**src/motor_chop_pkg.sv**
```systemverilog
/*
 * Shared constants, types and helpers for the two-bridge current chopper:
 * register offsets, timing counts, state codes and gate patterns.
 * Assumes a 100 MHz core clock and a 32-bit APB register bus.
 */
package motor_chop_pkg;

	// Core clock and the times that the chopper is built from.
	localparam int CLK_PERIOD_NS = 10;
	localparam int CLK_HZ = 100_000_000;
	localparam int PWM_FREQ_HZ = 42_500;
	localparam int BLANK_LONG_NS = 2400;
	localparam int BLANK_SHORT_NS = 1600;
	localparam int WAKE_TIME_NS = 1_000_000;

	// Cycle counts; the period and wake time round down, blanking times round up.
	localparam int PWM_PERIOD_CYC = CLK_HZ / PWM_FREQ_HZ;
	localparam logic [11:0] PWM_LAST = 12'(PWM_PERIOD_CYC - 1);
	localparam logic [11:0] BLANK_LONG_CYC =
		12'((BLANK_LONG_NS + CLK_PERIOD_NS - 1) / CLK_PERIOD_NS);
	localparam logic [11:0] BLANK_SHORT_CYC =
		12'((BLANK_SHORT_NS + CLK_PERIOD_NS - 1) / CLK_PERIOD_NS);
	localparam int WAKE_CYC = WAKE_TIME_NS / CLK_PERIOD_NS;

	// Current scale codes: 31 is full scale, codes at or below the
	// low mark (about 29 percent) get the short blanking interval.
	localparam logic [4:0] DAC_FULL_CODE = 5'h1F;
	localparam logic [4:0] DAC_MIN_CODE = 5'h02;
	localparam logic [4:0] DAC_LOW_CODE_MAX = 5'h08;
	localparam logic [2:0] DECAY_ALL_FAST = 3'h4;

	// Register byte offsets and reset values.
	localparam logic [7:0] DRIVE_CTRL_OFFSET = 8'h00;
	localparam logic [7:0] CURRENT_CODE_OFFSET = 8'h04;
	localparam logic [7:0] STATUS_OFFSET = 8'h08;
	localparam logic [5:0] DRIVE_CTRL_RESET = 6'h00;
	localparam logic [4:0] CURRENT_CODE_RESET = 5'h1F;

	typedef enum logic [4:0] {
		ST_OFF   = 5'b00001,
		ST_DRIVE = 5'b00010,
		ST_FAST  = 5'b00100,
		ST_SLOW  = 5'b01000,
		ST_IDLE  = 5'b10000
	} chop_state_t;

	typedef struct packed {
		logic hs1;
		logic ls1;
		logic hs2;
		logic ls2;
	} bridge_gate_t;

	typedef struct packed {
		logic       on;
		logic       dir;
		logic       brake;
		logic       forceSlow;
		logic       shortBlank;
		logic [2:0] level;
	} chop_cmd_t;

	// Length of the fast-decay share for a decay level of 0 to 4.
	function automatic logic [11:0] fast_cycles(input logic [2:0] level);
		fast_cycles = 12'((PWM_PERIOD_CYC * int'(level)) / 4);
	endfunction

	// Gate pattern for a chopper state; dir high drives out1 positive.
	function automatic bridge_gate_t gate_of(input chop_state_t st,
		input logic dir, input logic brake);
		gate_of = '{hs1: 1'b0, ls1: 1'b0, hs2: 1'b0, ls2: 1'b0};
		case (st)
			ST_DRIVE: gate_of = '{hs1: dir, ls1: !dir, hs2: !dir, ls2: dir};
			ST_FAST:  gate_of = '{hs1: !dir, ls1: dir, hs2: dir, ls2: !dir};
			ST_SLOW:  gate_of = '{hs1: 1'b0, ls1: 1'b1, hs2: 1'b0, ls2: 1'b1};
			ST_OFF:   gate_of = '{hs1: 1'b0, ls1: brake, hs2: 1'b0, ls2: brake};
			default:  gate_of = '{hs1: 1'b0, ls1: 1'b0, hs2: 1'b0, ls2: 1'b0};
		endcase
	endfunction

endpackage

```
**src/input_sync.sv**
```systemverilog
/*
 * Two-flop synchroniser for a vector of slow pin levels.
 * Assumes each bit is a level that stays put far longer than a clock;
 * multi-bit fields are only coherent once they have been stable.
 */
`timescale 1ns/1ps
module input_sync #(
	parameter int WIDTH = 1
) (
	input  wire logic             clk,
	input  wire logic             rst_b,
	input  wire logic [WIDTH-1:0] pinLevel,
	output logic      [WIDTH-1:0] syncLevel
);
	logic [WIDTH-1:0] firstStage;

	// The first stage feeds only the second stage.
	always_ff @(posedge clk or negedge rst_b) begin
		if (!rst_b) begin
			firstStage <= '0;
			syncLevel <= '0;
		end else begin
			firstStage <= pinLevel;
			syncLevel <= firstStage;
		end
	end
endmodule // input_sync

```
**src/bridge_chopper.sv**
```systemverilog
/*
 * Current chopper for one H-bridge: drive, blanking, trip, then fast,
 * slow or mixed decay until the next PWM period starts.
 * Assumes synchronised comparator inputs and a shared period pulse.
 */
`timescale 1ns/1ps
module bridge_chopper
	import motor_chop_pkg::*;
(
	input  wire logic         clk,
	input  wire logic         rst_b,
	input  wire logic         pwmStart,
	input  wire chop_cmd_t    cmd,
	input  wire logic         trip,
	input  wire logic         zeroCurrent,
	output chop_state_t       state,
	output bridge_gate_t      gates
);
	chop_state_t next_state;
	logic [11:0] timer;
	wire  [11:0] blankCyc = cmd.shortBlank ? BLANK_SHORT_CYC : BLANK_LONG_CYC;
	wire  [11:0] fastCyc = fast_cycles(cmd.level);
	wire         blanked = timer < blankCyc;
	wire         slowFirst = cmd.forceSlow || (cmd.level == 3'h0);
	wire         fastDone = (cmd.level < DECAY_ALL_FAST) &&
		(timer >= fastCyc - 12'h001);

	// Next state; a new period restarts the drive phase unless the bridge is off.
	always_comb begin
		next_state = state;
		if (!cmd.on) begin
			next_state = ST_OFF;
		end else if (pwmStart) begin
			next_state = ST_DRIVE;
		end else begin
			case (state)
				ST_DRIVE: begin
					if (!blanked && trip) begin
						next_state = slowFirst ? ST_SLOW : ST_FAST;
					end
				end
				ST_FAST: begin
					if (zeroCurrent) begin
						next_state = ST_IDLE;
					end else if (fastDone) begin
						next_state = ST_SLOW;
					end
				end
				default: next_state = state;
			endcase
		end
	end

	// The timer restarts on every state change, so it measures the
	// blanking interval in drive and the fast share after a trip.
	always_ff @(posedge clk or negedge rst_b) begin
		if (!rst_b) begin
			state <= ST_OFF;
			timer <= 12'h000;
			gates <= '{hs1: 1'b0, ls1: 1'b0, hs2: 1'b0, ls2: 1'b0};
		end else begin
			state <= next_state;
			timer <= (next_state != state || pwmStart) ? 12'h000 :
				timer + 12'(timer != 12'hFFF);
			gates <= gate_of(next_state, cmd.dir, cmd.brake);
		end
	end

	property p_blankHold;
		@(posedge clk) disable iff (!rst_b)
		(state == ST_DRIVE && blanked && cmd.on && !pwmStart)
			|=> state == ST_DRIVE;
	endproperty
	a_blankHold: assert property (p_blankHold)
		else $error("Trip acted during blanking.");

	property p_tripStops;
		@(posedge clk) disable iff (!rst_b)
		(state == ST_DRIVE && !blanked && trip && cmd.on && !pwmStart)
			|=> (state == ST_FAST || state == ST_SLOW) &&
			gates != gate_of(ST_DRIVE, $past(cmd.dir), 1'b0);
	endproperty
	a_tripStops: assert property (p_tripStops)
		else $error("Drive did not stop after a trip.");

	property p_fastReverse;
		@(posedge clk) disable iff (!rst_b)
		(state == ST_FAST && $past(cmd.dir)) |-> gates.hs2 && gates.ls1;
	endproperty
	a_fastReverse: assert property (p_fastReverse)
		else $error("Fast decay did not reverse the bridge.");

	property p_zeroStop;
		@(posedge clk) disable iff (!rst_b)
		(state == ST_FAST && zeroCurrent && cmd.on && !pwmStart)
			|=> state == ST_IDLE ##0 gates == 4'b0000;
	endproperty
	a_zeroStop: assert property (p_zeroStop)
		else $error("Bridge not off at zero current.");

	property p_slowLow;
		@(posedge clk) disable iff (!rst_b)
		state == ST_SLOW |-> gates == 4'b0101;
	endproperty
	a_slowLow: assert property (p_slowLow)
		else $error("Slow decay is not both low sides.");

	property p_mixedSwitch;
		@(posedge clk) disable iff (!rst_b)
		(state == ST_FAST && fastDone && !zeroCurrent && cmd.on && !pwmStart)
			|=> state == ST_SLOW;
	endproperty
	a_mixedSwitch: assert property (p_mixedSwitch)
		else $error("Mixed decay did not turn slow.");

	property p_forcedSlow;
		@(posedge clk) disable iff (!rst_b)
		(state == ST_DRIVE && !blanked && trip && cmd.forceSlow &&
			cmd.on && !pwmStart) |=> state == ST_SLOW;
	endproperty
	a_forcedSlow: assert property (p_forcedSlow)
		else $error("Rising current did not use slow decay.");

	property p_positiveDrive;
		@(posedge clk) disable iff (!rst_b)
		(state == ST_DRIVE && $past(cmd.dir)) |-> gates == 4'b1001;
	endproperty
	a_positiveDrive: assert property (p_positiveDrive)
		else $error("Direction one did not drive out1 high.");

	property p_offBrake;
		@(posedge clk) disable iff (!rst_b)
		(state == ST_OFF && $past(state) == ST_OFF) |->
			gates == ($past(cmd.brake) ? 4'b0101 : 4'b0000);
	endproperty
	a_offBrake: assert property (p_offBrake)
		else $error("Disabled bridge outputs are wrong.");
endmodule // bridge_chopper

```
**src/motor_bridge_current_chopper.sv**
```systemverilog
/*
 * Control logic for two H-bridges with fixed-frequency current chopping,
 * control-scheme latch, wake timing and an APB register block.
 * Assumes comparators, zero-current detect and decay decoders outside,
 * delivering digital levels; step-table sequencing is done by software.
 */
// Contract
// - Scheme select high: indexer, else direction/enable.
// - Scheme latched at reset and sleep exit.
// - Undriven scheme select defaults to direction/enable.
// - Drive until trip, off until next period.
// - Ignore trip during blanking; sets minimum on-time.
// - Shorter blanking when commanded current is low.
// - Five-bit code per bridge scales reference.
// - Indexer trip scaled from five to hundred percent.
// - Full-scale trip at reference over five.
// - Fast decay reverses bridge, off near zero.
// - Slow decay turns both low sides on.
// - Mixed decay: fast, then slow for period.
// - Five decay levels: 0/25/50/75/100 percent fast.
// - Indexer uses bridge A decay select only.
// - Indexer forces slow decay while current rises.
// - Direction one is the positive drive direction.
// - PWM period fixed at 42.5 kHz.
// - Blanking: 2.4 us, 1.6 us below 29 percent.
// - Enable low: outputs off or braked by mode.
`timescale 1ns/1ps
module motor_bridge_current_chopper
	import motor_chop_pkg::*;
#(
	parameter int WAKE_CYCLES = WAKE_CYC
) (
	input  wire logic         clk,
	input  wire logic         rst_b,
	input  wire logic         psel,
	input  wire logic         penable,
	input  wire logic         pwrite,
	input  wire logic [7:0]   paddr,
	input  wire logic [31:0]  pwdata,
	output logic              pready,
	output logic [31:0]       prdata,
	output logic              pslverr,
	input  wire logic         controlSchemeSelect,
	input  wire logic         sleep_request_n,
	input  wire logic [1:0]   bridge_direction,
	input  wire logic [1:0]   bridge_drive_enable,
	input  wire logic         step_mode_high_select,
	input  wire logic [1:0]   bridge_sense_input,
	input  wire logic [1:0]   zeroCurrentDetect,
	input  wire logic [2:0]   bridge_a_decay_select,
	input  wire logic [2:0]   bridge_b_decay_select,
	input  wire logic [1:0]   referenceLow,
	output logic [4:0]        bridgeAScale,
	output logic [4:0]        bridgeBScale,
	output bridge_gate_t      bridgeAGates,
	output bridge_gate_t      bridgeBGates,
	output logic              indexerMode,
	output logic              awake
);
	localparam int SYNC_W = 19;

	logic [SYNC_W-1:0] syncBus;
	logic        schemeSync;
	logic        sleepSync;
	logic [1:0]  dirSync;
	logic [1:0]  enableSync;
	logic        stepHighSync;
	logic [1:0]  tripSync;
	logic [1:0]  zeroSync;
	logic [2:0]  decayASync;
	logic [2:0]  decayBSync;
	logic [1:0]  refLowSync;

	logic        started;
	logic        sleepPrev;
	logic [11:0] pwmCount;
	logic [16:0] wakeCount;
	logic [5:0]  driveCtrl;
	logic [4:0]  codeA;
	logic [4:0]  codeB;
	chop_cmd_t   cmdA;
	chop_cmd_t   cmdB;
	chop_state_t stateA;
	chop_state_t stateB;

	// Every pin level passes two flops before logic sees it.
	input_sync #(.WIDTH(SYNC_W)) u_sync (
		.clk(clk),
		.rst_b(rst_b),
		.pinLevel({controlSchemeSelect, sleep_request_n, bridge_direction,
			bridge_drive_enable, step_mode_high_select, bridge_sense_input,
			zeroCurrentDetect, bridge_a_decay_select, bridge_b_decay_select,
			referenceLow}),
		.syncLevel(syncBus)
	);

	// Named views of the synchronised pins.
	assign {schemeSync, sleepSync, dirSync, enableSync, stepHighSync,
		tripSync, zeroSync, decayASync, decayBSync, refLowSync} = syncBus;

	// The scheme is caught on the first cycle after reset and on each
	// rising edge of the sleep request; later changes are ignored.
	wire sleepExit = sleepSync && !sleepPrev;
	wire latchNow = !started || sleepExit;

	// Decay levels above four clamp to all fast.
	function automatic logic [2:0] clamp_level(input logic [2:0] lvl);
		clamp_level = (lvl > DECAY_ALL_FAST) ? DECAY_ALL_FAST : lvl;
	endfunction

	// Scale code for the trip reference; indexer codes never fall below
	// the five percent floor, the other scheme always uses full scale.
	function automatic logic [4:0] scale_of(input logic idx,
		input logic [4:0] code);
		scale_of = !idx ? DAC_FULL_CODE :
			(code < DAC_MIN_CODE ? DAC_MIN_CODE : code);
	endfunction

	// Scheme latch and sleep edge tracking. Reset leaves the scheme low,
	// the same choice an open pin with its pull-down gives.
	always_ff @(posedge clk or negedge rst_b) begin
		if (!rst_b) begin
			started <= 1'b0;
			sleepPrev <= 1'b0;
			indexerMode <= 1'b0;
		end else begin
			started <= 1'b1;
			sleepPrev <= sleepSync;
			if (latchNow) begin
				indexerMode <= schemeSync;
			end
		end
	end

	// Wake timer: the host must not step before it runs out; it only
	// reports here, since step pulses are sequenced by software.
	always_ff @(posedge clk or negedge rst_b) begin
		if (!rst_b) begin
			wakeCount <= 17'h00000;
		end else if (!sleepSync) begin
			wakeCount <= 17'h00000;
		end else if (wakeCount != 17'(WAKE_CYCLES)) begin
			wakeCount <= wakeCount + 17'h00001;
		end
	end
	assign awake = wakeCount == 17'(WAKE_CYCLES);

	// Free-running PWM period counter shared by both bridges.
	always_ff @(posedge clk or negedge rst_b) begin
		if (!rst_b) begin
			pwmCount <= 12'h000;
		end else begin
			pwmCount <= (pwmCount == PWM_LAST) ? 12'h000 : pwmCount + 12'h001;
		end
	end
	wire pwmStart = pwmCount == 12'h000;

	// Per-bridge commands. In indexer mode software supplies direction,
	// enable and the rising-current flags; bridge A decay rules both.
	assign cmdA.on = sleepSync &&
		(indexerMode ? driveCtrl[2] : enableSync[0]);
	assign cmdB.on = sleepSync &&
		(indexerMode ? driveCtrl[3] : enableSync[1]);
	assign cmdA.dir = indexerMode ? driveCtrl[0] : dirSync[0];
	assign cmdB.dir = indexerMode ? driveCtrl[1] : dirSync[1];
	// Sleep releases the brake as well, so a sleeping bridge floats.
	assign cmdA.brake = sleepSync && !indexerMode && !stepHighSync;
	assign cmdB.brake = sleepSync && !indexerMode && !stepHighSync;
	assign cmdA.forceSlow = indexerMode && driveCtrl[4];
	assign cmdB.forceSlow = indexerMode && driveCtrl[5];
	assign cmdA.level = clamp_level(decayASync);
	assign cmdB.level = clamp_level(indexerMode ? decayASync
		: decayBSync);
	// Short blanking for low commanded current.
	assign cmdA.shortBlank = indexerMode ? (codeA <= DAC_LOW_CODE_MAX)
		: refLowSync[0];
	assign cmdB.shortBlank = indexerMode ? (codeB <= DAC_LOW_CODE_MAX)
		: refLowSync[1];

	bridge_chopper u_chopA (
		.clk(clk),
		.rst_b(rst_b),
		.pwmStart(pwmStart),
		.cmd(cmdA),
		.trip(tripSync[0]),
		.zeroCurrent(zeroSync[0]),
		.state(stateA),
		.gates(bridgeAGates)
	);

	bridge_chopper u_chopB (
		.clk(clk),
		.rst_b(rst_b),
		.pwmStart(pwmStart),
		.cmd(cmdB),
		.trip(tripSync[1]),
		.zeroCurrent(zeroSync[1]),
		.state(stateB),
		.gates(bridgeBGates)
	);

	// Reference scale codes for the external trip comparators; the
	// comparator trips at the scaled reference over the gain of five,
	// which is analogue and sits outside this logic.
	always_ff @(posedge clk or negedge rst_b) begin
		if (!rst_b) begin
			bridgeAScale <= DAC_FULL_CODE;
			bridgeBScale <= DAC_FULL_CODE;
		end else begin
			bridgeAScale <= scale_of(indexerMode, codeA);
			bridgeBScale <= scale_of(indexerMode, codeB);
		end
	end

	// APB decode; every access completes with no wait state.
	wire setupPhase = psel && !penable;
	wire accessPhase = psel && penable;
	wire hitCtrl = paddr == DRIVE_CTRL_OFFSET;
	wire hitCode = paddr == CURRENT_CODE_OFFSET;
	wire hitStatus = paddr == STATUS_OFFSET;
	wire mapped = hitCtrl || hitCode || hitStatus;
	assign pready = accessPhase;
	assign pslverr = accessPhase && !mapped;

	// Register writes land at the access edge only.
	always_ff @(posedge clk or negedge rst_b) begin
		if (!rst_b) begin
			driveCtrl <= DRIVE_CTRL_RESET;
			codeA <= CURRENT_CODE_RESET;
			codeB <= CURRENT_CODE_RESET;
		end else if (accessPhase && pwrite) begin
			if (hitCtrl) begin
				driveCtrl <= pwdata[5:0];
			end else if (hitCode) begin
				codeA <= pwdata[4:0];
				codeB <= pwdata[12:8];
			end
		end
	end

	// Read data is captured in the setup cycle so that it comes from a
	// flop yet is valid for the whole access phase.
	always_ff @(posedge clk or negedge rst_b) begin
		if (!rst_b) begin
			prdata <= 32'h0000_0000;
		end else if (setupPhase) begin
			if (hitCtrl) begin
				prdata <= {26'h0, driveCtrl};
			end else if (hitCode) begin
				prdata <= {19'h0, codeB, 3'h0, codeA};
			end else if (hitStatus) begin
				prdata <= {16'h0, stateB, stateA, 3'h0, sleepSync, awake,
					indexerMode};
			end else begin
				prdata <= 32'h0000_0000;
			end
		end
	end

	property p_schemeHold;
		@(posedge clk) disable iff (!rst_b)
		(indexerMode != $past(indexerMode)) |-> $past(latchNow);
	endproperty
	a_schemeHold: assert property (p_schemeHold)
		else $error("Scheme changed outside reset or sleep exit.");

	property p_schemeDefault;
		@(posedge clk) disable iff (!rst_b)
		!started |-> !indexerMode;
	endproperty
	a_schemeDefault: assert property (p_schemeDefault)
		else $error("Scheme not low before first latch.");

	property p_schemeFollow;
		@(posedge clk) disable iff (!rst_b)
		latchNow |=> indexerMode == $past(schemeSync);
	endproperty
	a_schemeFollow: assert property (p_schemeFollow)
		else $error("Latched scheme does not match the pin.");

	property p_sharedDecay;
		@(posedge clk) disable iff (!rst_b)
		indexerMode |-> cmdB.level == cmdA.level;
	endproperty
	a_sharedDecay: assert property (p_sharedDecay)
		else $error("Bridge B decay not taken from bridge A.");

	property p_period;
		@(posedge clk) disable iff (!rst_b)
		pwmStart |=> !pwmStart [*8] ##1 (pwmCount == 12'h009);
	endproperty
	a_period: assert property (p_period)
		else $error("PWM counter does not run from zero.");

	property p_scaleFloor;
		@(posedge clk) disable iff (!rst_b)
		indexerMode && $stable(indexerMode) |=>
			bridgeAScale >= DAC_MIN_CODE && bridgeAScale == $past(
				scale_of(indexerMode, codeA));
	endproperty
	a_scaleFloor: assert property (p_scaleFloor)
		else $error("Indexer scale below floor or stale.");

	property p_shortBlank;
		@(posedge clk) disable iff (!rst_b)
		(indexerMode && codeA > DAC_LOW_CODE_MAX) |-> !cmdA.shortBlank;
	endproperty
	a_shortBlank: assert property (p_shortBlank)
		else $error("Short blanking at high current code.");
endmodule // motor_bridge_current_chopper

```
**config.mk**
```make
export PLATFORM = sky130hd
export DESIGN_NAME = motor_bridge_current_chopper
export DESIGN_NICKNAME = d
export VERILOG_FILES = /design/src/motor_chop_pkg.sv /design/src/input_sync.sv /design/src/bridge_chopper.sv /design/src/motor_bridge_current_chopper.sv
export SDC_FILE = /design/constraint.sdc
export NUM_CORES = 1
export LEC_CHECK = 0
export BUFFER_PORTS_ARGS = -buffer_cell sky130_fd_sc_hd__buf_2
export CORE_ASPECT_RATIO = 1.4
export CORE_MARGIN = 1.5
export CORE_UTILIZATION = 57
export CTS_CLUSTER_DIAMETER = 200
export DETAILED_ROUTE_END_ITERATION = 12
export PLACE_DENSITY = 0.8
export SYNTH_ARGS = -nofsm -noshare
export SYNTH_HDL_FRONTEND = slang
export SYNTH_SLANG_ARGS = --single-unit
export TNS_END_PERCENT = 50
```
**constraint.sdc**
```tcl
create_clock -name clk -period 6 [get_ports clk]
set_input_delay 0.3 -clock clk [delete_from_list [all_inputs] [get_ports clk]]
set_output_delay 0.3 -clock clk [all_outputs]
set_load 0.01 [all_outputs]
```
; ---- Word level (Yosys, flattened, before mapping)
; Index checks and enable logic that the tools add are counted.
; Widths: inputs -> output; s select.
[word_totals]
romBits = 0
mem_bits_rw = 0
latchBits = 0
ff_bits = 170
mem_count = 0
output_inout_bits = 54
[classes]
n_mul = 2
muxes = 39
div = 0
eq_ne = 22
n_reduce_logical = 38
bitwise = 1
addsub = 6
shifts = 0
n_lt_le_gt_ge = 12
[ops]
columns = cell, count
row1 = $mux 5, 14
row2 = $mux 16, 3
row3 = $mux 12, 3
row4 = $mux 17, 2
row5 = $pmux 4 s4, 2
row6 = $add 12x1->12, 2
row7 = $ge 12x12->1, 2
row8 = $lt 12x12->1, 2
row9 = $ne 12x12->1 const B, 2
row10 = $sub 12x1->12 const B, 2
row11 = $eq 5x2->1 const B, 4
row12 = $eq 5x3->1 const B, 4
row13 = $mul 8x3->10 const A, 2
row14 = $pmux 5 s2, 2
row15 = $add 17x1->17 const B, 1
row16 = $eq 17x17->1 const B, 1
row17 = $ne 17x17->1 const B, 1
row18 = $logic_and 1x1->1, 15
row19 = $mux 7, 2
row20 = $add 12x1->12 const B, 1
row21 = $eq 12x12->1 const B, 1
row22 = $logic_not 12->1, 1
row23 = $eq 5x1->1 const B, 2
row24 = $eq 5x4->1 const B, 2
row25 = other kinds (18), 47

; ---- Logic depth before layout (Yosys ltp)
; Gate-level depths: netlist (run 1).
[depth]
depth_word = 15
ltp_mapped = 22
ltp_nobuf = 20

; ---- By module
; From an unflattened synthesis (run 1), not the netlist that was laid out.
[unflattened]
cells_unflattened = 787
area_unflattened_um2 = 8279.2
[modules_own_cells]
columns = module, cells_each, seq_area_each_um2, area_per_inst_um2, n_inst
row1 = motor_bridge_current_chopper, 332, 1876.8, 3676.0, 1
row2 = bridge_chopper at u_chopB, 222, 526.8, 1938.1, 1
row3 = bridge_chopper at u_chopA, 195, 526.8, 1714.1, 1
row4 = input_sync, 38, 950.9, 950.9, 1

; ---- Least setup slack after synthesis (run 1)
; Ideal clock, no wire load.
[synth_path]
path_type = register to register
start = reg indexerMode
end = reg u_chopB.gates[2] (netlist bit)
period_less_slack_ns = 4.350
path_buffers = 2
arrival_time_ns = 4.218
t_required_ns = 5.868
stages_incl_launch_ff = 21
slack_ns = 1.650
cell_sequence = dfrtp_1 buf_4 clkbuf_1 mux2_2 nand2_1 inv_1 ha_1 ha_1 o21ai_0 o21ai_0 xnor2_1 nand2_1 ha_1 a21oi_1 o21ai_0 o21ai_0 a221oi_2 or3_4 inv_2 mux2i_1 o211ai_1
[synth_between]
elab_chain_len = 14
elab_cells_between_ends = 35
cone_classes = 1 x add/sub / 1 x mul / 4 x order compare / 4 x eq/ne / 14 x mux / 11 x reduce/logical
[synth_rtl]
columns = element, line
row1 = start: declaration, motor_bridge_current_chopper.sv:57  ; output logic indexerMode,
row2 = start signal: assignment, motor_bridge_current_chopper.sv:130  ; indexerMode <= schemeSync;
row3 = $mux 3, motor_bridge_current_chopper.sv:172  ; assign cmdB.level = clamp_level(indexerMode ? decayASync
row4 = $gt 3x3->1, motor_bridge_current_chopper.sv:108  ; clamp_level = (lvl > DECAY_ALL_FAST) ? DECAY_ALL_FAST : lvl;
row5 = $mux 3, motor_bridge_current_chopper.sv:108
row6 = $mul 8x3->10, motor_chop_pkg.sv:65  ; fast_cycles = 12'((PWM_PERIOD_CYC * int'(level)) / 4);
row7 = $sub 12x1->12, bridge_chopper.sv:26  ; (timer >= fastCyc - 12'h001);
row8 = $ge 12x12->1, bridge_chopper.sv:26
row9 = $logic_and 1x1->1, bridge_chopper.sv:25  ; wire fastDone = (cmd.level < DECAY_ALL_FAST) &&
row10 = $mux 5, bridge_chopper.sv:45  ; end else if (fastDone) begin
row11 = $mux 5, bridge_chopper.sv:43  ; if (zeroCurrent) begin
row12 = $pmux 5 s2, bridge_chopper.sv:36  ; case (state)
row13 = $mux 5, bridge_chopper.sv:33  ; end else if (pwmStart) begin
row14 = $mux 5 (*), bridge_chopper.sv:31  ; if (!cmd.on) begin
row15 = via u_chopB.next_state[2], bridge_chopper.sv:19  ; chop_state_t next_state;
row16 = "$eq 5x1->1, or another cell as far along", motor_chop_pkg.sv:72  ; case (st)
row17 = $pmux 4 s4 (*), motor_chop_pkg.sv:72
row18 = end signal: assignment, bridge_chopper.sv:60  ; gates <= '{hs1: 1'b0, ls1: 1'b0, hs2: 1'b0, ls2: 1'b0};
row19 = end signal: assignment, bridge_chopper.sv:65  ; gates <= gate_of(next_state, cmd.dir, cmd.brake);
row20 = end: declaration, bridge_chopper.sv:17  ; output bridge_gate_t gates
; The timed path passes the listed nets; every way through them passes the cells marked *.
; A chain may end at the register's enable or synchronous reset.

; ---- Worst setup path after layout (run 1)
[layout_path]
start = reg u_sync.syncLevel[7]
end = reg u_chopA.timer[0]
[layout_between]
elab_chain_len = 14
elab_cells_between_ends = 19
cone_classes = 1 x add/sub / 1 x mul / 3 x order compare / 1 x eq/ne / 9 x mux / 4 x reduce/logical
[layout_rtl]
columns = element, line
row1 = start: declaration, input_sync.sv:13  ; output logic [WIDTH-1:0] syncLevel
row2 = start signal: assignment, input_sync.sv:24  ; syncLevel <= firstStage;
row3 = $gt 3x3->1, motor_bridge_current_chopper.sv:108
row4 = $mux 3 (*), motor_bridge_current_chopper.sv:108
row5 = $mul 8x3->10, motor_chop_pkg.sv:65
row6 = $sub 12x1->12, bridge_chopper.sv:26
row7 = $ge 12x12->1, bridge_chopper.sv:26
row8 = $logic_and 1x1->1, bridge_chopper.sv:25
row9 = $mux 5, bridge_chopper.sv:45
row10 = $mux 5, bridge_chopper.sv:43
row11 = $pmux 5 s2 (*), bridge_chopper.sv:36
row12 = $mux 5 (*), bridge_chopper.sv:33
row13 = $mux 5 (*), bridge_chopper.sv:31
row14 = $ne 5x5->1 (*), bridge_chopper.sv:63  ; timer <= (next_state != state || pwmStart) ? 12'h000 :
row15 = $logic_or 1x1->1 (*), bridge_chopper.sv:63
row16 = $mux 12 (*), bridge_chopper.sv:63
row17 = end signal: assignment, bridge_chopper.sv:63
row18 = end: declaration, bridge_chopper.sv:20  ; logic [11:0] timer;
; Mark *: on every way between the ends. The rest lies on a longest branch, timed or not.

==> summary.md, run 1 <==
| Metric | Value |
|---|---|
| Via count | `approximately 6,000` |
| Post-CTS Setup Repair Bufs | `0` |
| Hold Buf Count CTS | `19` |
| Setup Viol. Count Final | `0` |
| Fin crit share | `0.814` |
| Fin crit period | `between 4 and 5 ns` |
| Share of layout cells above drive strength 1 | `0.193` |
| Startpoint Class | `flop` |
| Total of max-cap violations | `0` |
| Number of port buffers | `80` |
| Fmax | `between 0.2 and 0.25 GHz` |
| Routed Antenna Nets | `0` |
| Clk slew on worst S/H paths | `0.06 ns` |
| Max transition margin | `0.271` |
| FF+latch area | `~3900 µm²` |
| Layout net count | `slightly below 1,000` |
| DR iter-0 viols | `271` |
| Die area | `~15,000 µm²` |
| Worst Path Class, Setup | `flop to flop` |
| Fillers | `~1,000` |
| Largest net degree at the start of global routing | `between 100 and 150` |
| Initial antenna violation count | `0` |
| Final wirelength | `17,200 µm` |
| Outcome | `finished with violations` |
| Ports | `118` |
| Pins Over Slew Limit | `0` |
| Final core utilization | `0.681` |
| First-pass GRT wire length | `about 29,000 µm` |
| GRT Resource Usage Total | `0.256` |
| Chip width | `roughly 100 µm` |
| Failing checks | `negative hold slack` |
| Register bit total from synthesis | `between 150 and 200` |
| Worst hold path type | `primary input to async pin` |
| Critical path arrival | `between 5 and 6 ns` |
| Netlist cell types | `between 60 and 70` |
| Fin Hold WS | `-0.0165 ns` |
| Max IR drop VDD | `283 µV` |
| Vias in the first global route | `between 6,000 and 7,000` |
| Synth-to-Final Area Change | `16.1%` |
| 1st-pass router iterations | `4` |
| Drt drc | `0` |
| Via density | `about 5.6` |
| Row count | `50` |
| Post-synth top flop | `dfrtp_1` |
| Post-place setup slack | `~1.3 ns` |
| CTS tree | `yes` |
| Per-cell routed wire length | `approximately 16 µm` |
| DP HPWL | `12,100 µm` |
| Multi-input gate area | `roughly 3700 µm²` |
| CP max FO | `12` |
| Post_cts resized | `0` |
| Power per cell area | `between 200 and 300 nW/µm²` |
| Post-synth EDFFs | `0` |
| Final Skew | `approximately 0.013 ns` |
| Worst EP required | `between 6 and 7 ns` |
| CTS H-tree lvls | `4` |
| Routability cong. | `0.874` |
| Num CTS Buffers | `17` |
| Yosys warns | `0` |
| Placed Area | `around 8300 µm²` |
| Clock buffer depth | `2` |
| Clock sinks | `approximately 150` |
| Root Buffer | `clkbuf_16` |
| Worst-Margin Slew | `1.09 ns` |
| Unrepaired setup endpoints after global routing | `no` |
| Setup TNS | `0 ns` |
| Avg Cell Area, Syn | `around 10 µm²` |
| Core ar. | `around 13,000 µm²` |
| Sequential area share after synthesis | `0.494` |
| Cells after synthesis | `between 700 and 800` |
| Synth Cell Area | `between 7000 and 8000 µm²` |
| GR Overflow Total | `0` |
| Final instance area | `roughly 9100 µm²` |
| Clock latency on the worst-skew pair | `around 0.43 ns` |
| ANT cells | `0` |
| Ys async rst share | `1.00` |
| Crit end category | `flop` |
| Setup slack after layout | `between 1 and 1.5 ns` |
| Final hold vios | `20` |
| Die Y | `approximately 140 µm` |
| Leak Pwr | `roughly 4.3 nW` |
| Starting Density | `0.587` |
## power by group
group / leakage [nW] / switching, mW / internal [mW]
registers: 1.93 / 0.0409 / 1.09
clock network: 0.285 / 0.441 / 0.603
logic: 2.11 / 0.163 / 0.115
## synth_stat cells (all sizes together) (5+ instances only)
master / number / share of area
clkbuf: 15 / 0.0072
inv: 27 / 0.013
nand4: 15 / 0.012
nand2b: 7 / 0.0056
and3: 13 / 0.010
xnor2: 26 / 0.031
buf: 23 / 0.022
or3: 12 / 0.010
nand3b: 6 / 0.0057
xor2: 27 / 0.030
ha: 42 / 0.067
o31ai: 6 / 0.0057
o211ai: 6 / 0.0057
nor2: 91 / 0.044
nand4b: 6 / 0.0067
nor2b: 8 / 0.0064
mux2: 21 / 0.030
dfstp: 22 / 0.074
nand3: 37 / 0.024
nor3: 21 / 0.013
nor4: 6 / 0.0056
a221oi: 9 / 0.011
dfrtp: 132 / 0.42
nor3b: 6 / 0.0057
nor4b: 5 / 0.0075
o21ai: 23 / 0.015
mux2i: 9 / 0.013
nand2: 70 / 0.033
a21oi: 46 / 0.029
and2: 5 / 0.0040
## cell type report
cell class	instances	share of cell area
Tap cell	182	0.0250
Timing Repair Buffer	102	0.0679
Inverter	28	0.0115
Clock buffer	19	0.0497
Sequential cell	154	0.426
Multi-Input combinational cell	568	0.406
Clock inverter	13	0.0143
## cell usage in the layout (no fill, tap or decap), types with 13 or more instances in the layout
cell type / Yosys / final
and3_1: 13 / 13
nand4_1: 15 / 15
conb_1: 2 / 17
dlygate4sd3_1: 0 / 19
nor2_1: 90 / 90
a21oi_1: 46 / 46
nand3_1: 37 / 37
buf_2: 3 / 79
dfstp_2: 22 / 22
dfrtp_1: 132 / 132
clkbuf_16: 0 / 17
mux2_2: 21 / 21
nand2_1: 70 / 70
inv_1: 25 / 25
nor3_1: 21 / 21
xor2_1: 27 / 27
ha_1: 42 / 42
o21ai_0: 23 / 23
xnor2_1: 25 / 25
## worst paths after layout
path | start | endpoint | slack (ns) | cells after the start
worst max-delay path | u_sync.syncLevel[7] | u_chopA.timer[0] | 1.11 | 17
worst min-delay path | rst_b | u_chopA.timer[2] | -0.02 | 1
worst max register to register | u_sync.syncLevel[7] | u_chopA.timer[0] | 1.11 | 17
worst min register to register | u_sync.firstStage[16] | u_sync.syncLevel[16] | 0.35 | 0
max in group asynchronous | rst_b | u_sync.syncLevel[14] | 4.83 | 2
min in group clk | pwdata[10] | codeB[2] | 0.10 | 2
## routing by layer
layer	GRT usage	wire, µm
met2	0.437	9020
met5	0	0
met4	0.105	485
met1	0.310	6950
met3	0.0547	774
## cells by family after synthesis
logic type	synth area share
AO/OA/AOI/OAI	0.0916
XOR/XNOR	0.0615
adder cells (fa/ha/maj)	0.0669
buffers and inverters	0.0425
flip-flops	0.494
multiplexers	0.0432
other	0.000956
AND/OR/NAND/NOR	0.199
## critical path, stage by stage (launching register included)
cell	delay [ns]
dfrtp_1	0.58
inv_1	0.21
nand2_1	0.23
inv_1	0.11
ha_1	0.29
ha_1	0.37
nor3_1	0.33
nand2_1	0.16
nor3_1	0.23
a311oi_1	0.10
ha_1	0.35
nand2_1	0.08
nand3_1	0.10
nor4b_1	0.58
nor2_1	0.10
a211o_1	0.44
xnor2_4	0.37
nor3b_1	0.11
## state kept, by name, indices dropped and copies added, names as in the netlist
register,flops
u_sync.syncLevel,19
u_chopB.timer,12
bridgeBScale,5
indexerMode,1
u_chopA.timer,12
prdata,16
sleepPrev,1
u_chopB.state,5
codeA,5
bridgeAScale,5
driveCtrl,6
codeB,5
u_chopB.gates,4
pwmCount,12
u_sync.firstStage,19
u_chopA.state,5
u_chopA.gates,4
started,1
wakeCount,17
## per-stage QoR
stage	instances	hold slack, ns	power (mW)
after floorplan	788	0.00441	1.32
after global placement	1015	0.333	1.40
after detailed placement	1015	0.335	1.41
after CTS	1066	0.0160	2.47
after global routing	1066	0.0603	2.56
final	1066	-0.0165	2.45
Note: power is estimated with default switching activity, not from simulation.
==> run 2, diff against run 1 <==
- ABC_AREA: unset -> 1
- CORE_UTILIZATION: 57 -> 58
- PLACE_DENSITY: 0.8 -> 0.81
- clock period: 6 -> 4.8 ns (I/O delays scaled with it)
==> summary.md, run 2 <==
| Metric | Value |
|---|---|
| Placed Area | `8650 µm² (+3.7%)` |
| CP max stage cell | `dfrtp_1` |
| Most frequent cells in the layout | `nand2_1, inv_1, dfrtp_1` |
| Initial antenna violation count | `0 (unchanged)` |
| CP max FO | `12 (unchanged)` |
| Worst EP required | `5.14 ns (-1.15 ns)` |
| Synth-to-Final Area Change | `15.8%` |
| Most frequent cell after synthesis | `nand2_1` |
| Synth Cell Area | `8120 µm² (+3.3%)` |
| Critical path arrival | `4.80 ns (-0.38 ns)` |
| Most frequent CP cell | `nand2_1` |
| GR Overflow Total | `0 (unchanged)` |
| Startpoint Class | `flop` |
| Biggest regs | `u_sync.firstStage x19, u_sync.syncLevel x19, wakeCount x17` |
| XOR/XNOR Fraction of Synth Area | `0.0345 (-0.0270)` |
| Register bit total from synthesis | `154 (unchanged)` |
| Unrepaired setup endpoints after global routing | `yes` |
| Layout net count | `1,164 (+19%)` |
| Post-synth top flop | `dfrtp_1` |
| Ys async rst share | `1.00 (unchanged)` |
| Routed Antenna Nets | `0 (unchanged)` |
| Setup Viol. Count Final | `0 (unchanged)` |
| Outcome | `finished with violations` |
| 1st-pass router iterations | `5 (+1)` |
| Max incr delay on CP | `0.44 ns (-0.14 ns)` |
| Root Buffer | `clkbuf_16` |
| Worst hold path type | `primary input to async pin` |
| Cells after synthesis | `948 (+23%)` |
| Synth cell count leaders | `nand2_1, inv_1, dfrtp_1, nor2_1, ha_1` |
| Starting Density | `0.589 (+0.00224)` |
| Pins Over Slew Limit | `0 (unchanged)` |
| Yosys warns | `0 (unchanged)` |
| Number of port buffers | `80 (unchanged)` |
| Clock buffer depth | `2 (unchanged)` |
| Setup TNS | `0 ns (unchanged)` |
| Fin crit period | `4.45 ns (-0.433 ns)` |
| Die Y | `143 µm (+0.76%)` |
| Fin Hold WS | `-0.0873 ns (-0.0708 ns)` |
| Chip width | `103 µm (+0.76%)` |
| DP HPWL | `12,600 µm (+4.1%)` |
| Final wirelength | `17,800 µm (+3.3%)` |
| Final Skew | `0.00800 ns (-0.00544 ns)` |
| Total of max-cap violations | `0 (unchanged)` |
| Largest family of logic cells by synthesized area | `simple AND/OR/NAND/NOR gates` |
| Post-synth top area cell | `dfrtp_1` |
| Vias in the first global route | `6,471 (+6.8%)` |
| Final instance area | `9400 µm² (+3.1%)` |
| Clock latency on the worst-skew pair | `0.42 ns (about the same)` |
| Drt drc | `0 (unchanged)` |
| Reg2reg start | `u_sync.syncLevel[7]` |
| Netlist cell types | `46 (-28%)` |
| Synth Area in Adders | `0.0647 (-0.00217)` |
| R2r endpoint | `u_chopA.timer[11]` |
| Avg Cell Area, Syn | `8.56 µm² (-16%)` |
| Fmax | `0.225 GHz (+9.7%)` |
| Sequential area share after synthesis | `0.478 (-0.0160)` |
| Fin crit share | `0.928 (+0.113)` |
| Post-synth top area share | `0.407 (-0.0136)` |
| GRT Resource Usage Total | `0.261 (+0.00529)` |
| Post-synth EDFFs | `0 (unchanged)` |
| Max IR drop VDD | `210 µV (-26%)` |
| Via density | `5.23 (-7.3%)` |
| Ports | `118 (unchanged)` |
| Clk slew on worst S/H paths | `0.06 ns (about the same)` |
| Final hold vios | `33 (+65%)` |
| First-pass GRT wire length | `29,500 µm (+3.1%)` |
| Routability cong. | `0.882 (+0.92%)` |
| Die area | `14,700 µm² (+1.5%)` |
| Crit end category | `flop` |
| CTS tree | `yes` |
| Compound-Gate Fraction of Synth Area | `0.0721 (-0.0195)` |
| Leak Pwr | `4.75 nW (+10%)` |
| Worst Reg-to-Reg Cells | `26 (+9)` |
| Leading cell type in the layout, fill and taps excluded | `nand2_1` |
| Multiplexer share of the synthesized area | `0.00139 (-0.0418)` |
| Max transition margin | `0.251 (-0.0203)` |
| Worst-Margin Slew | `1.11 ns (+0.0259 ns)` |
| CTS H-tree lvls | `4 (unchanged)` |
| Post-Synth Simple-Gate Area | `0.258 (+0.0585)` |
| Worst Path Class, Setup | `flop to flop` |
| Num CTS Buffers | `17 (unchanged)` |
| DR iter-0 viols | `331 (+22%)` |
| Clock sinks | `154 (unchanged)` |
| Largest net degree at the start of global routing | `114 (+11%)` |
| Worst R2R Setup Slack | `0.35 ns (-0.77 ns)` |
| Row count | `51 (+2.0%)` |
| Failing checks | `negative hold slack` |
| Core ar. | `13,800 µm² (+3.0%)` |
| Synth top area cells | `dfrtp_1, nand2_1, dfstp_2` |
| ANT cells | `0 (unchanged)` |
| Power per cell area | `309 nW/µm² (+15%)` |
| Via count | `6,571 (+9.2%)` |
| Per-cell routed wire length | `14.2 µm (-12%)` |
| Share of layout cells above drive strength 1 | `0.189 (-0.00483)` |
run 2: cell types whose count changed after synthesis, sizes merged, moves of 9 or more:
cell / previous run / this run
mux2i: 9 / 0
nor2: 91 / 123
or3: 12 / 0
inv: 27 / 143
and3: 13 / 1
nand3: 37 / 47
xnor2: 26 / 5
a221oi: 9 / 0
nand2: 70 / 200
mux2: 21 / 1
o21ai: 23 / 46
run 2: worst max path at each step:
stage	startpoint	to	slack (ns)	depth (start not counted)
floorplan	u_sync.syncLevel[7]	u_chopA.timer[4]	1.16	27
detailed placement	u_sync.syncLevel[7]	u_chopA.timer[11]	0.30	26
CTS	u_sync.syncLevel[7]	u_chopA.timer[11]	0.23	26
finish	u_sync.syncLevel[7]	u_chopA.timer[11]	0.35	26
global placement	u_sync.syncLevel[7]	u_chopA.timer[11]	0.47	26
global route	u_sync.syncLevel[7]	u_chopA.timer[0]	-0.02	26
run 2: cells by family (layout without fill, tap and decap cells):
group / after synthesis / after routing
XOR/XNOR: 32 / 32
multiplexers: 1 / 1
adder cells (fa/ha/maj): 42 / 42
AND/OR/NAND/NOR: 438 / 438
AO/OA/AOI/OAI: 108 / 108
other: 2 / 17
flip-flops: 154 / 154
buffers and inverters: 171 / 279
run 2: final cells by class:
class	instances	area [µm²]
Multi-Input combinational cell	638	3570
Clock inverter	14	115
Tap cell	185	231
Timing Repair Buffer	104	634
Inverter	143	541
Sequential cell	154	3880
Fill cell	1080	4390
Clock buffer	18	429
run 2: worst max-delay path, delay by kind of cell, from the launching register on:
kind,cells,cell delay [ns]
AND/OR/NAND/NOR,15,2.01
buffers and inverters,4,0.48
adder cells (fa/ha/maj),3,0.94
flip-flops,1,0.44
AO/OA/AOI/OAI,4,0.51
run 2: per-layer routing:
layer | track usage | vias to the layer above | part of all wire
met5 | 0 | - | 0
met4 | 0.126 | 0 | 0.041
met3 | 0.0534 | 56 | 0.046
met2 | 0.452 | 193 | 0.51
met1 | 0.305 | 3097 | 0.40
li1 | - | 3225 | -
run 2: power breakdown:
group	total [mW]	internal (mW)	leakage, nW	switching (mW)
logic	0.302	0.113	2.58	0.190
registers	1.37	1.35	1.91	0.0253
clock network	1.23	0.672	0.257	0.556
run 2: through the flow:
step,power [mW],util,hold slack [ns],instances,worst slack [ns]
floorplan,1.57,-,-0.0556,963,1.16
global placement,1.67,0.628,0.333,1204,0.469
detailed placement,1.68,0.628,0.336,1204,0.296
CTS,2.92,0.681,0.0191,1255,0.231
global route,3.02,0.682,0.0352,1256,-0.0196
finish,2.90,0.682,-0.0873,1256,0.347
run 2: repair_timing:
action / in CTS / in global routing
gates resized for setup: 0 / 3
endpoints found under the setup margin: 0 / 24
endpoints found under the hold margin: 19 / 0
setup buffers: 0 / 1
hold buffers: 19 / 0
